<file path="config.mk">
export PLATFORM = sky130hd
export DESIGN_NAME = gating_restart_override_logic
export DESIGN_NICKNAME = d
export VERILOG_FILES = /design/src/rtl/gating_pkg.sv /design/src/rtl/pin_sync.sv /design/src/rtl/gating_restart_override_logic.sv
export SDC_FILE = /design/constraint.sdc
export NUM_CORES = 1
export LEC_CHECK = 0
export BUFFER_PORTS_ARGS = -buffer_cell sky130_fd_sc_hd__clkbuf_2
export CAP_MARGIN = 0
export CORE_MARGIN = 2
export CORE_UTILIZATION = 55
export CTS_BUF_LIST = sky130_fd_sc_hd__clkbuf_8
export CTS_CLUSTER_SIZE = 8
export DETAILED_ROUTE_END_ITERATION = 16
export GPL_TIMING_DRIVEN = 0
export PLACE_DENSITY = 0.78
export SLEW_MARGIN = 20
export SYNTH_ARGS = -nofsm -noshare
export SYNTH_HDL_FRONTEND = slang
export SYNTH_SLANG_ARGS = --single-unit
export TNS_END_PERCENT = 20
</file>
<file path="constraint.sdc">
create_clock -name i_ref_clk -period 2.3 [get_ports i_ref_clk]
set_input_delay 0 -clock i_ref_clk [delete_from_list [all_inputs] [get_ports i_ref_clk]]
set_output_delay 0 -clock i_ref_clk [all_outputs]
set_load 0.02 [all_outputs]
</file>
<file path="src/rtl/gating_pkg.sv">
package gating_pkg;

  // Core clock
  localparam int CLK_FREQ_HZ = 250_000_000;
  // Internal time base: one tick per millisecond
  localparam real TICK_S = 0.001;
  localparam int TICK_CYCLES_DEF = int'(TICK_S * CLK_FREQ_HZ);

  // Width of every millisecond counter (holds 150000)
  localparam int TIME_W = 18;

  // Timing figures in seconds, and their counts in ticks
  localparam real PRESS_MIN_S = 0.15;
  localparam real PRESS_MAX_S = 4.0;
  localparam real OVR_MAX_S = 120.0;
  localparam real INTERLOCK_S = 150.0;
  localparam real LAMP_HALF_S = 0.5;
  localparam logic [TIME_W-1:0] PRESS_MIN_TICKS = TIME_W'(int'(PRESS_MIN_S / TICK_S));
  localparam logic [TIME_W-1:0] PRESS_MAX_TICKS = TIME_W'(int'(PRESS_MAX_S / TICK_S));
  localparam logic [TIME_W-1:0] OVR_MAX_TICKS = TIME_W'(int'(OVR_MAX_S / TICK_S));
  localparam logic [TIME_W-1:0] INTERLOCK_TICKS = TIME_W'(int'(INTERLOCK_S / TICK_S));
  localparam logic [TIME_W-1:0] LAMP_HALF_TICKS = TIME_W'(int'(LAMP_HALF_S / TICK_S));

  // Values after reset
  localparam logic [TIME_W-1:0] TIME_RESET = 18'h00000;
  localparam logic [31:0] PRESC_RESET = 32'h00000000;

  // Sequencing states
  typedef enum logic [2:0] {
    ST_RUN,
    ST_WAIT,
    ST_ARMED,
    ST_OVERRIDE,
    ST_LAPSED,
    ST_INTERLOCK
  } gate_state_t;

endpackage : gating_pkg

</file>
<file path="src/rtl/pin_sync.sv">
`timescale 1ns/10ps
`default_nettype none
module pin_sync #(
  parameter int W = 2
) (
  // Clock and reset
  input wire logic i_ref_clk,
  input wire logic i_reset_n,
  // Raw pins and filtered levels
  input wire logic [W-1:0] i_pin,
  output logic [W-1:0] o_level
);

  // Three stages per bit; the level moves only when stages two and three agree
  for (genvar g = 0; g < W; g++) begin : g_bit
    logic s1_r;
    logic s2_r;
    logic s3_r;
    logic lvl_r;
    always_ff @(posedge i_ref_clk or negedge i_reset_n) begin
      if (!i_reset_n) begin
        s1_r <= 1'b0;
        s2_r <= 1'b0;
        s3_r <= 1'b0;
        lvl_r <= 1'b0;
      end else begin
        s1_r <= i_pin[g];
        s2_r <= s1_r;
        s3_r <= s2_r;
        if (s2_r == s3_r) begin
          lvl_r <= s3_r;
        end
      end
    end
    assign o_level[g] = lvl_r;
  end

endmodule : pin_sync
`default_nettype wire

</file>
<file path="src/rtl/gating_restart_override_logic.sv">
`timescale 1ns/10ps
`default_nettype none
module gating_restart_override_logic #(
  parameter int TICK_CYCLES = gating_pkg::TICK_CYCLES_DEF
) (
  // Clock and reset
  input wire logic i_ref_clk,
  input wire logic i_reset_n,
  // Operator and machine controller pins
  input wire logic i_restart_button_input,
  input wire logic i_gating_switch,
  // Optical state from the receiver core
  input wire logic i_field_interrupted,
  input wire logic i_sync_beam_a_blocked,
  input wire logic i_sync_beam_b_blocked,
  input wire logic i_outputs_tripped,
  // Error handling from the diagnostic core
  input wire logic i_error_active,
  input wire logic i_error_reset,
  // Outputs
  output logic o_safety_switch_outputs,
  output logic o_status_lamp_output,
  output logic o_restart_required,
  output logic o_override_required,
  output logic o_gating_continue,
  output logic o_interlock
);

  logic [1:0] pins;
  logic btn, gate, btn_d_r, btn_rise, btn_fall;
  logic [31:0] presc_r;
  logic tick_r;
  logic [gating_pkg::TIME_W-1:0] press_r, ovr_r, lamp_cnt_r;
  logic press_valid_r, press_in_range;
  logic lamp_r, err_hold_r, err_block;
  logic restart_need, override_need, gating_valid;
  logic safety_r, restart_req_r, override_req_r, lock_r;
  logic cont_r, cont_nxt;
  gating_pkg::gate_state_t state_r, state_nxt;

  // Button and gating switch come from outside the clock domain
  pin_sync #(
    .W(2)
  ) u_pin_sync (
    .i_ref_clk(i_ref_clk),
    .i_reset_n(i_reset_n),
    .i_pin({i_gating_switch, i_restart_button_input}),
    .o_level(pins)
  );
  assign btn = pins[0];
  assign gate = pins[1];

  // Decision terms
  assign restart_need = i_field_interrupted && gate &&
                        !(i_sync_beam_a_blocked && i_sync_beam_b_blocked);
  assign override_need = i_field_interrupted && gate &&
                         i_sync_beam_a_blocked && i_sync_beam_b_blocked;
  assign gating_valid = gate && i_field_interrupted;
  assign err_block = err_hold_r || i_error_active;
  assign btn_rise = btn && !btn_d_r;
  assign btn_fall = !btn && btn_d_r;
  assign press_in_range = (press_r >= gating_pkg::PRESS_MIN_TICKS) &&
                          (press_r <= gating_pkg::PRESS_MAX_TICKS);

  // Millisecond time base; a prescaler keeps the long counters narrow
  always_ff @(posedge i_ref_clk or negedge i_reset_n) begin
    if (!i_reset_n) begin
      presc_r <= gating_pkg::PRESC_RESET;
      tick_r <= 1'b0;
    end else if (presc_r == 32'(TICK_CYCLES - 1)) begin
      presc_r <= gating_pkg::PRESC_RESET;
      tick_r <= 1'b1;
    end else begin
      presc_r <= presc_r + 32'h00000001;
      tick_r <= 1'b0;
    end
  end

  // Press duration measurement, saturating just past the maximum
  always_ff @(posedge i_ref_clk or negedge i_reset_n) begin
    if (!i_reset_n) begin
      btn_d_r <= 1'b0;
      press_r <= gating_pkg::TIME_RESET;
      press_valid_r <= 1'b0;
    end else begin
      btn_d_r <= btn;
      press_valid_r <= btn_fall && press_in_range;
      if (btn_rise) begin
        press_r <= gating_pkg::TIME_RESET;
      end else if (btn && tick_r && press_r <= gating_pkg::PRESS_MAX_TICKS) begin
        press_r <= press_r + 18'h00001;
      end
    end
  end

  // Error latch; a new error in the reset cycle wins over the clear
  always_ff @(posedge i_ref_clk or negedge i_reset_n) begin
    if (!i_reset_n) begin
      err_hold_r <= 1'b0;
    end else if (i_error_active) begin
      err_hold_r <= 1'b1;
    end else if (i_error_reset) begin
      err_hold_r <= 1'b0;
    end
  end

  // Override duration, counted only in OVERRIDE and LAPSED, cleared in every other state
  always_ff @(posedge i_ref_clk or negedge i_reset_n) begin
    if (!i_reset_n) begin
      ovr_r <= gating_pkg::TIME_RESET;
    end else if (state_r != gating_pkg::ST_OVERRIDE && state_r != gating_pkg::ST_LAPSED) begin
      ovr_r <= gating_pkg::TIME_RESET;
    end else if (tick_r && ovr_r < gating_pkg::INTERLOCK_TICKS) begin
      ovr_r <= ovr_r + 18'h00001;
    end
  end

  // Sequencing; a press is only acted on once the error is cleared
  always_comb begin
    state_nxt = state_r;
    cont_nxt = 1'b0;
    case (state_r)
      gating_pkg::ST_RUN: begin
        if (i_outputs_tripped) begin
          state_nxt = gating_pkg::ST_WAIT;
        end
      end
      gating_pkg::ST_WAIT: begin
        if (press_valid_r && !err_block) begin
          if (restart_need) begin
            state_nxt = gating_pkg::ST_RUN;
            cont_nxt = gating_valid;
          end else if (override_need) begin
            state_nxt = gating_pkg::ST_ARMED;
          end
        end
      end
      gating_pkg::ST_ARMED: begin
        if (btn_rise && !err_block) begin
          if (gating_valid && !override_need) begin
            state_nxt = gating_pkg::ST_RUN;
            cont_nxt = 1'b1;
          end else begin
            state_nxt = gating_pkg::ST_OVERRIDE;
          end
        end
      end
      gating_pkg::ST_OVERRIDE: begin
        if (!btn) begin
          state_nxt = gating_pkg::ST_WAIT;
        end else if (ovr_r >= gating_pkg::OVR_MAX_TICKS) begin
          state_nxt = gating_pkg::ST_LAPSED;
        end
      end
      gating_pkg::ST_LAPSED: begin
        if (!btn) begin
          state_nxt = gating_pkg::ST_WAIT;
        end else if (ovr_r >= gating_pkg::INTERLOCK_TICKS) begin
          state_nxt = gating_pkg::ST_INTERLOCK;
        end
      end
      gating_pkg::ST_INTERLOCK: begin
        // Step-by-step override: press and hold again to go on
        if (btn_rise && !err_block) begin
          state_nxt = gating_pkg::ST_OVERRIDE;
        end
      end
      default: begin
        state_nxt = gating_pkg::ST_WAIT;
      end
    endcase
  end

  // State and registered outputs; outputs start off after reset for safety
  always_ff @(posedge i_ref_clk or negedge i_reset_n) begin
    if (!i_reset_n) begin
      state_r <= gating_pkg::ST_WAIT;
      safety_r <= 1'b0;
      cont_r <= 1'b0;
      lock_r <= 1'b0;
      restart_req_r <= 1'b0;
      override_req_r <= 1'b0;
    end else begin
      state_r <= state_nxt;
      safety_r <= (state_nxt == gating_pkg::ST_RUN) ||
                  (state_nxt == gating_pkg::ST_OVERRIDE);
      cont_r <= cont_nxt;
      lock_r <= (state_nxt == gating_pkg::ST_INTERLOCK);
      restart_req_r <= restart_need;
      override_req_r <= override_need;
    end
  end

  // Lamp blinks while outputs are off; steady low once they are on
  always_ff @(posedge i_ref_clk or negedge i_reset_n) begin
    if (!i_reset_n) begin
      lamp_cnt_r <= gating_pkg::TIME_RESET;
      lamp_r <= 1'b0;
    end else if (safety_r) begin
      lamp_cnt_r <= gating_pkg::TIME_RESET;
      lamp_r <= 1'b0;
    end else if (tick_r) begin
      if (lamp_cnt_r >= gating_pkg::LAMP_HALF_TICKS - 18'h00001) begin
        lamp_cnt_r <= gating_pkg::TIME_RESET;
        lamp_r <= !lamp_r;
      end else begin
        lamp_cnt_r <= lamp_cnt_r + 18'h00001;
      end
    end
  end

  assign o_safety_switch_outputs = safety_r;
  assign o_status_lamp_output = lamp_r;
  assign o_restart_required = restart_req_r;
  assign o_override_required = override_req_r;
  assign o_gating_continue = cont_r;
  assign o_interlock = lock_r;
endmodule : gating_restart_override_logic
`default_nettype wire

</file>
==> results of run 1 <==
==> stage by stage <==
stage | setup WS [ps] | TNS [ps] | cells | instance area (um^2)
4_1_cts | 121 | 0 | 664 | 5710
3_3_place_gp | -188 | -19200 | 637 | 5380
2_1_floorplan | 333 | 0 | 511 | 5170
3_5_place_dp | 132 | 0 | 638 | 5420
6_report | 104 | 0 | 664 | 5710
5_1_grt | 1.77 | 0 | 664 | 5710
==> registers in the layout (all words and copies together), names as in the netlist, 2 cells and up <==
name,flops
u_pin_sync.g_bit.s1_r,2
presc_r,32
state_r,3
u_pin_sync.g_bit.s2_r,2
u_pin_sync.g_bit.lvl_r,2
press_r,18
u_pin_sync.g_bit.s3_r,2
lamp_cnt_r,18
ovr_r,18
==> final cells by class <==
type,instances,area (um^2)
Fill cell,755,3480
Sequential cell,107,2680
Multi-Input combinational cell,378,2370
Timing Repair Buffer,26,211
Clock buffer,11,151
Tap cell,111,139
Buffer,12,62.6
Inverter,14,52.6
Clock inverter,5,43.8
==> report_power, final <==
part	internal (mW)	total (mW)	leakage (nW)	switching, mW
clock	0.468	1.13	0.0994	0.657
sequential	1.89	1.91	1.45	0.0143
combinational	0.0372	0.107	0.965	0.0700
total	2.40	3.14	2.52	0.741
==> kinds of logic (layout without fill, tap and decap cells) <==
kind of cell / after synthesis / after routing / synth area share
simple gates: 246 / 246 / 0.255
flops: 107 / 107 / 0.518
compound gates: 81 / 81 / 0.112
xor+xnor: 39 / 39 / 0.0661
buf+inv: 26 / 68 / 0.0223
fa+ha+maj: 8 / 8 / 0.0184
mux: 4 / 4 / 0.00799
==> metal layers <==
metal / share of wire / track usage / vias up
met5: 0 / 0 / -
met4: 0.011 / 0.0624 / 0
met3: 0.042 / 0.0673 / 11
met2: 0.48 / 0.341 / 71
met1: 0.47 / 0.288 / 1895
li1: - / - / 1924
==> timing repair <==
item / CTS / global route
hold buffers: 10 / 0
hold endpoints to repair: 113 / 0
endpoints found under the setup margin: 0 / 0
==> critical path: stages, from the launching register on <==
cell,delay [ps]
dfrtp_1,470
a211o_1,340
a311oi_1,280
o21ai_1,170
a2111oi_4,450
mux2_2,390
==> synth_stat cells, drive strengths merged, types with 2 or more instances <==
cell	instances
dfrtp	106
a2111oi	2
a21oi	23
inv	14
xnor2	22
ha	6
o211ai	2
a211o	2
and3	8
and2	16
a41oi	2
a31oi	5
nand4	20
nor2	58
or2	2
nor2b	4
nor4b	4
maj3	2
a21o	2
a211oi	3
nor4	17
nand3	25
and4	6
o21ai	16
mux2i	3
o21a	4
or3	7
xor2	17
nor3	13
clkbuf	7
nand2b	7
a41o	2
o31ai	8
nand2	45
buf	5
or4	10
==> path summary, 6_finish.rpt <==
check                                               from                        to
worst max-delay path                           ovr_r[12]   o_safety_switch_outputs
worst min-delay path                           i_reset_n  u_pin_sync.g_bit[1].s3_r
worst max register to register                 ovr_r[12]   o_safety_switch_outputs
worst min register to register  u_pin_sync.g_bit[1].s1_r  u_pin_sync.g_bit[1].s2_r
max in group asynchronous                      i_reset_n                state_r[0]
min in group i_ref_clk            i_restart_button_input  u_pin_sync.g_bit[0].s1_r
==> results.json, run 1 <==
{
  "antennaDiodeCount": 0,
  "fin_util": 0.621,
  "numCtsBuffers": 9,
  "startpoint_type": "flop",
  "syn-num-nets": 527,
  "irDropWorstVdd_mv": 0.355,
  "ant_nets": 0,
  "clk_latency_ps": 390,
  "row_count": 35,
  "die_area_um2": 10200,
  "final_cell_mix": "dfrtp_1 (106), nor2_1 (58), nand2_1 (45), nand3_1 (25), a21oi_1 (23)",
  "portBuffers": 15,
  "synth_cell_type_count": 59,
  "grt_pass1_wl_um": 17500,
  "p_total_mw": 3.14,
  "post-cts-setup-buffer-count": 0,
  "grt_overflow": 0,
  "antenna_found_initial": 0,
  "core_um2": 9200,
  "synth_edf_count": 0,
  "die-height_um": 101,
  "cts_htree_levels": 3,
  "fp.dieW_um": 101,
  "wl_per_cell_um": 14.9,
  "drv_slew": 0,
  "root_buffer": "clkbuf_8",
  "cts.sinks": 107,
  "crit_path_max_fanout": 8,
  "syn_inst": 511,
  "cts_tree": "yes",
  "ys_warn_count": 0,
  "whs_ps": 91.7,
  "layout_commonest_cell": "dfrtp_1",
  "drtIter0Drc": 137,
  "hpwl_um": 6770,
  "worst_slew_pin_slew_ps": 699,
  "synth_top_area_cell": "dfrtp_1",
  "power.density_nw_per_um2": 550,
  "pin_count": 16,
  "drive_above_1_share": 0.0922,
  "fin_crit_sh": 0.955,
  "synth_area_leaders": "dfrtp_1 (51%), nor2_1 (4.2%), xnor2_1 (3.7%)",
  "vias": 3901,
  "fmax_mhz": 455,
  "fin_crit_ps": 2200,
  "grtUsageTotal": 0.216,
  "slew_headroom": 0.532,
  "routabilityCongestion": 0.811,
  "r2r_slack_ps": 100,
  "synth.ff_latch_count": 107,
  "critPathArrivalTime_ps": 2470,
  "max_cap_violations": 0,
  "synthArstFlopShare": 1.00,
  "critPathRequiredTime_ps": 2580,
  "hold_path.class": "in -> async",
  "dr.pass1.iters": 4,
  "crit_type": "reg -> reg",
  "status": "finished, final reports clean",
  "leakage_nw": 2.52,
  "wl_um": 9880,
  "ys_seq_area_frac": 0.518,
  "area_growth_pct": 10.6,
  "initial_core_util": 0.562,
  "synth_area_um2": 5170,
  "clk_path_buf_depth": 2,
  "layout.nets": 564,
  "crit_path_end_kind": "flop",
  "via_per_inst": 5.88,
  "synth_top_area_share": 0.513,
  "finalHoldViolations": 0,
  "grt_pass1_vias": 3754,
  "rr_worst_depth": 5,
  "worst_setup_hold_path_clk_slew_ps": 100,
  "setup_viol": 0,
  "cts_resized": 0,
  "skew_ps": 13.8,
  "synth-main-ff-cell": "dfrtp_1",
  "post_synth.cell_area_avg_um2": 10.1,
  "grt_max_degree": 65,
  "post-route-drc-count": 0,
  "rsz0062_at_grt": "false"
}
Note: power is estimated with default switching activity, not from simulation.
==> run 2: changes to the inputs <==
--- a/config.mk
+++ b/config.mk
@@ -5,6 +5,7 @@
 export SDC_FILE = /design/constraint.sdc
 export NUM_CORES = 1
 export LEC_CHECK = 0
+export ABC_AREA = 1
 export BUFFER_PORTS_ARGS = -buffer_cell sky130_fd_sc_hd__clkbuf_2
 export CAP_MARGIN = 0
 export CORE_MARGIN = 2
==> run 2 against run 1 <==
Compared with the run above: maximum frequency up 21%; utilization is 0.19 points lower; non-clock buffer count shrank 2; power barely moved; via count up 24%; sequential power about the same; cell count rose by 37%; highest routed layer unchanged.
==> results.json, run 2 <==
{
  "internal-power_mw": 2.35,
  "vias": 4831,
  "core_um2": 10300,
  "cts_resized": 0,
  "gr-usage-met2": 0.379,
  "setup_viol": 0,
  "dr.pass1.iters": 4,
  "synth_edf_count": 0,
  "syn-num-nets": 747,
  "crit_type": "reg -> reg",
  "fin_crit_sh": 0.788,
  "drive_above_1_share": 0.101,
  "p_clk_frac": 0.356,
  "rr_worst_depth": 7,
  "met1_usage": 0.310,
  "numCtsBuffers": 9,
  "clk_path_buf_depth": 2,
  "row_count": 37,
  "synth.ff_latch_count": 107,
  "initial_core_util": 0.564,
  "synth_cell_type_count": 43,
  "synth_area_leaders": "dfrtp_1 (46%), nand2_1 (10%), nor2_1 (7.0%)",
  "die-height_um": 107,
  "clk_latency_ps": 380,
  "cpMaxStageDelayCell": "dfstp_2",
  "pin_count": 16,
  "power.density_nw_per_um2": 493,
  "r2r_start": "state_r[0]",
  "synth_most_common_cell": "nand2_1",
  "post-cts-setup-buffer-count": 0,
  "crit_path_max_fanout": 10,
  "cts.sinks": 107,
  "p_seq_frac": 0.607,
  "worst_setup_hold_path_clk_slew_ps": 110,
  "slowest_delay_ps": 570,
  "grt_pass1_wl_um": 21000,
  "synthArstFlopShare": 1.00,
  "regMostFlops": "presc_r",
  "critPathRequiredTime_ps": 2600,
  "ant_nets": 0,
  "cpLargestDelayFamily": "flip-flops",
  "root_buffer": "clkbuf_8",
  "rsz0062_at_grt": "false",
  "leakage_nw": 3.10,
  "irDropWorstVdd_mv": 0.524,
  "synth.cells.most_frequent": "nand2_1 (156), nor2_1 (108), dfrtp_1 (106), inv_1 (94), nand3_1 (67)",
  "pre_cts_slack_ps": 522,
  "die_area_um2": 11400,
  "p_total_mw": 3.14,
  "grt_pass1_vias": 4641,
  "post_synth.cell_area_avg_um2": 7.92,
  "dpl-instance-area_um2": 6070,
  "power_frac_comb": 0.037,
  "critPathArrivalTime_ps": 2110,
  "cts_hold_buf": 10,
  "status": "finished, final reports clean",
  "hold_path.class": "in -> async",
  "use_met3": 0.0450,
  "via_per_inst": 5.31,
  "layout_commonest_cell": "nand2_1",
  "drv_slew": 0,
  "wl_um": 12000,
  "setup_ws_ps": 486,
  "synth-main-ff-cell": "dfrtp_1",
  "grt_max_degree": 83,
  "hpwl_um": 8710,
  "p_switching_uw": 789,
  "startpoint_type": "flop",
  "finalHoldViolations": 0,
  "netSwitchingFraction": 0.251,
  "drtIter0Drc": 318,
  "cpMostUsedCell": "inv_1",
  "ys_warn_count": 0,
  "fin_crit_ps": 1810,
  "synth_area_um2": 5790,
  "layout.nets": 784,
  "syn_inst": 731,
  "fp.dieW_um": 107,
  "largest_register_ffs": 32,
  "skew_ps": 9.83,
  "synth_top_area_cell": "dfrtp_1",
  "antenna_found_initial": 0,
  "grtUsageTotal": 0.228,
  "cts_htree_levels": 3,
  "grt.busiest_layer": "met2",
  "grt_overflow": 0,
  "portBuffers": 15,
  "post-route-drc-count": 0,
  "slew_headroom": 0.670,
  "critPathBufInv": 3,
  "reg2reg_to": "ovr_r[5]",
  "crit_path_end_kind": "flop",
  "final_cell_mix": "nand2_1 (156), nor2_1 (108), dfrtp_1 (106), inv_1 (94), nand3_1 (67)",
  "wl_per_cell_um": 13.3,
  "path_cells": "inv_1 > nor2_1 > inv_1 > nand2_1 > buf_2 > o21ai_0 > a21oi_1",
  "area_growth_pct": 9.92,
  "ys_seq_area_frac": 0.463,
  "routabilityCongestion": 0.977,
  "fmax_mhz": 551,
  "r2r_slack_ps": 490,
  "worst_slew_pin_slew_ps": 495,
  "antennaDiodeCount": 0,
  "final_area_um2": 6370,
  "cts_tree": "yes",
  "max_cap_violations": 0,
  "synth_top_area_share": 0.458
}
[run 2: metrics by stage]
step | setup TNS [ps] | cells | util | hold slack [ps]
3_5_place_dp | 0 | 883 | 0.591 | -101
3_3_place_gp | -14790 | 882 | 0.587 | 111
4_1_cts | 0 | 909 | 0.619 | 46.7
6_report | 0 | 909 | 0.619 | 49.3
5_1_grt | 0 | 909 | 0.619 | 51.4
2_1_floorplan | 0 | 731 | - | -296
[run 2: cell type report]
| cell class | instances | area (um^2) |
|---|---|---|
| clock buffer | 9 | 124 |
| fill | 922 | 3910 |
| inverter | 98 | 370 |
| multi-input combinational | 516 | 2690 |
| sequential | 107 | 2680 |
| tap | 136 | 170 |
| buffer | 10 | 55.1 |
| timing repair buffer | 26 | 211 |
| clock inverter | 7 | 68.8 |
[run 2: worst max-delay path by stage]
stage | start | cells after the start | end
CTS | presc_r[0] | 5 | presc_r[3]
global route | presc_r[0] | 5 | presc_r[3]
finish | state_r[0] | 7 | ovr_r[5]
detailed placement | presc_r[0] | 5 | presc_r[3]
floorplan | presc_r[0] | 10 | presc_r[26]
global placement | i_reset_n | 1 | presc_r[9]
[run 2: cell families after synthesis]
group	after synthesis	synth area share
xor+xnor	47	0.0711
flops	107	0.463
simple gates	422	0.337
compound gates	39	0.0400
buf+inv	108	0.0735
fa+ha+maj	8	0.0164
[run 2: power by group through the flow]
stage               Clock [mW]  Sequential, mW  Combinational (mW)
floorplan                    0            1.94              0.0377
global placement             0            1.94              0.0952
detailed placement           0            1.94               0.106
CTS                       1.15            1.91               0.119
global route              1.23            1.91               0.132
finish                    1.12            1.90               0.117
[run 2: per-layer routing]
layer  up-vias  part of all wire  wire length (um)
li1       2414                 -                 -
met1      2274              0.46              5590
met2       132              0.48              5750
met3        11             0.050               608
met4         0            0.0081                97
met5         -                 0                 0
==> run 3: changes to the inputs <==
==> constraint.sdc (replaced) <==
create_clock -name i_ref_clk -period 1.76 [get_ports i_ref_clk]
set_input_delay 0 -clock i_ref_clk [delete_from_list [all_inputs] [get_ports i_ref_clk]]
set_output_delay 0 -clock i_ref_clk [all_outputs]
set_load 0.02 [all_outputs]
==> run 3 against run 2 <==
Compared with the run above: hold slack better by 0.77 ps; flip-flop and latch count did not move; count of clock-buffer cells in the layout unchanged; global-route usage barely moved; combinational power up 32%; via count is 1.3% higher; sequential power is 31% higher; final area is 1.9% higher; power up 31%; setup slack worse by 400 ps; maximum frequency is 8.4% higher; critical path type unchanged; largest cell class unchanged; largest power group unchanged; highest routed layer unchanged.
==> results.json, run 3 (synthesized netlist as in run 2, its figures left out) <==
{
  "largest_register_ffs": 32,
  "cpMaxStageDelayCell": "dfrtp_1",
  "critPathRequiredTime_ps": 2040,
  "r2r_start": "press_r[6]",
  "worst_setup_hold_path_clk_slew_ps": 110,
  "hold_path.class": "in -> async",
  "vias": 4893,
  "cp-startpoint": "press_r[6]",
  "worst_slew_pin_slew_ps": 496,
  "portBuffers": 15,
  "area_growth_pct": 12.1,
  "startpoint_type": "flop",
  "post-route-drc-count": 0,
  "whs_ps": 50.1,
  "critPathBufInv": 2,
  "final_cells": 912,
  "dr.pass1.iters": 4,
  "drive_above_1_share": 0.131,
  "antennaDiodeCount": 0,
  "pin_count": 16,
  "clk_latency_ps": 380,
  "drv_slew": 0,
  "crit_type": "reg -> reg",
  "final_cell_mix": "nand2_1 (153), nor2_1 (104), dfrtp_1 (102), inv_1 (91), nand3_1 (65)",
  "root_buffer": "clkbuf_8",
  "path_cells": "inv_1 > nand2_1 > nor3_1 > nand4_1 > o21ai_2 > nand2_1 > buf_4 > nand3_1 > nand2_1",
  "layout_commonest_cell": "nand2_1",
  "grt_overflow": 0,
  "dpl.cell_count": 883,
  "final_area_um2": 6490,
  "cpMostUsedCell": "nand2_1",
  "slew_headroom": 0.670,
  "antenna_found_initial": 0,
  "core_um2": 10300,
  "power.density_nw_per_um2": 633,
  "cts.sinks": 107,
  "cpLargestDelayFamily": "simple AND/OR/NAND/NOR gates",
  "crit_path_end_kind": "flop",
  "clk_path_buf_depth": 2,
  "max_cap_violations": 0,
  "cts_htree_levels": 3,
  "status": "finished, final reports clean",
  "crit_path_max_fanout": 10,
  "pre_cts_slack_ps": -17.7,
  "via_per_inst": 5.37,
  "regMostFlops": "presc_r",
  "setup_tns_ps": 0,
  "fin_crit_sh": 0.951,
  "initial_core_util": 0.564,
  "wl_per_cell_um": 13.5,
  "skew_ps": 8.79,
  "grt_pass1_wl_um": 21000,
  "routabilityCongestion": 0.977,
  "grt_max_degree": 83,
  "leakage_nw": 3.15,
  "fin_crit_ps": 1670,
  "hpwl_um": 8710,
  "fmax_mhz": 598,
  "grt_pass1_vias": 4650,
  "row_count": 37,
  "rsz0062_at_grt": "true",
  "irDropWorstVdd_mv": 0.687,
  "ant_nets": 0,
  "cts_tree": "yes",
  "setup_viol": 0,
  "layout.nets": 787,
  "finalHoldViolations": 0,
  "critPathArrivalTime_ps": 1950,
  "die_area_um2": 11400,
  "dpl-instance-area_um2": 6070,
  "wl_um": 12300,
  "numCtsBuffers": 9,
  "drtIter0Drc": 315,
  "grtUsageTotal": 0.229,
  "fp.dieW_um": 107,
  "setup_ws_ps": 86.4,
  "slowest_delay_ps": 470,
  "die-height_um": 107
}
[run 3: changes by cell type in the layout (fill, tap and decap cells not counted), sizes merged]
cell    previous run  this run
buf                9        11
clkbuf            26        27
[run 3: stage by stage]
step | utilization | total power, mW
after CTS | 0.620 | 4.15
after global placement | 0.587 | 2.66
after detailed placement | 0.591 | 2.68
final | 0.631 | 4.11
after global routing | 0.631 | 4.28
after floorplan | - | 2.59
[run 3: worst register-to-register path, delay by kind of cell (launching register included)]
family,cells,cell delay [ps]
AOI/OAI and AO/OA,1,120
and+or+nand+nor,6,670
buffers and inverters,2,320
DFF,1,470
[run 3: final timing paths]
check	cells after the start	slack [ps]	to
worst max-delay path	9	90	press_r[5]
worst min-delay path	2	50	press_r[7]
worst max register to register	9	90	press_r[5]
worst min register to register	0	370	u_pin_sync.g_bit[0].s2_r
max in group asynchronous	3	1040	ovr_r[14]
min in group i_ref_clk	7	150	state_r[2]
[run 3: area by class of cell]
type                            count  area [um^2]
Sequential cell                   107         2680
Multi-Input combinational cell    516         2780
Buffer                             10         57.6
Clock buffer                        9          124
Clock inverter                      7         68.8
Inverter                           98          373
Timing Repair Buffer               29          234
Tap cell                          136          170
Fill cell                         899         3790
[run 3: power by group]
group / internal [mW] / switching (mW) / leakage [nW] / total, mW
clock: 0.552 / 0.913 / 0.0915 / 1.46
sequential: 2.47 / 0.0152 / 1.45 / 2.49
combinational: 0.0470 / 0.107 / 1.61 / 0.154
[run 3: repair_timing]
item | in CTS | in global routing
buffers inserted | 0 | 3
setup endpoints to repair | 7 | 43
pin swaps | 0 | 4
resized for setup | 2 | 28
hold buffers | 10 | 1
endpoints found under the hold margin | 112 | 1
[run 3: per-layer routing]
layer	GRT usage	up-vias	part of all wire
met3	0.0450	15	0.056
met5	0	-	0
li1	-	2416	-
met2	0.379	162	0.48
met4	0.0566	0	0.011
met1	0.311	2300	0.45
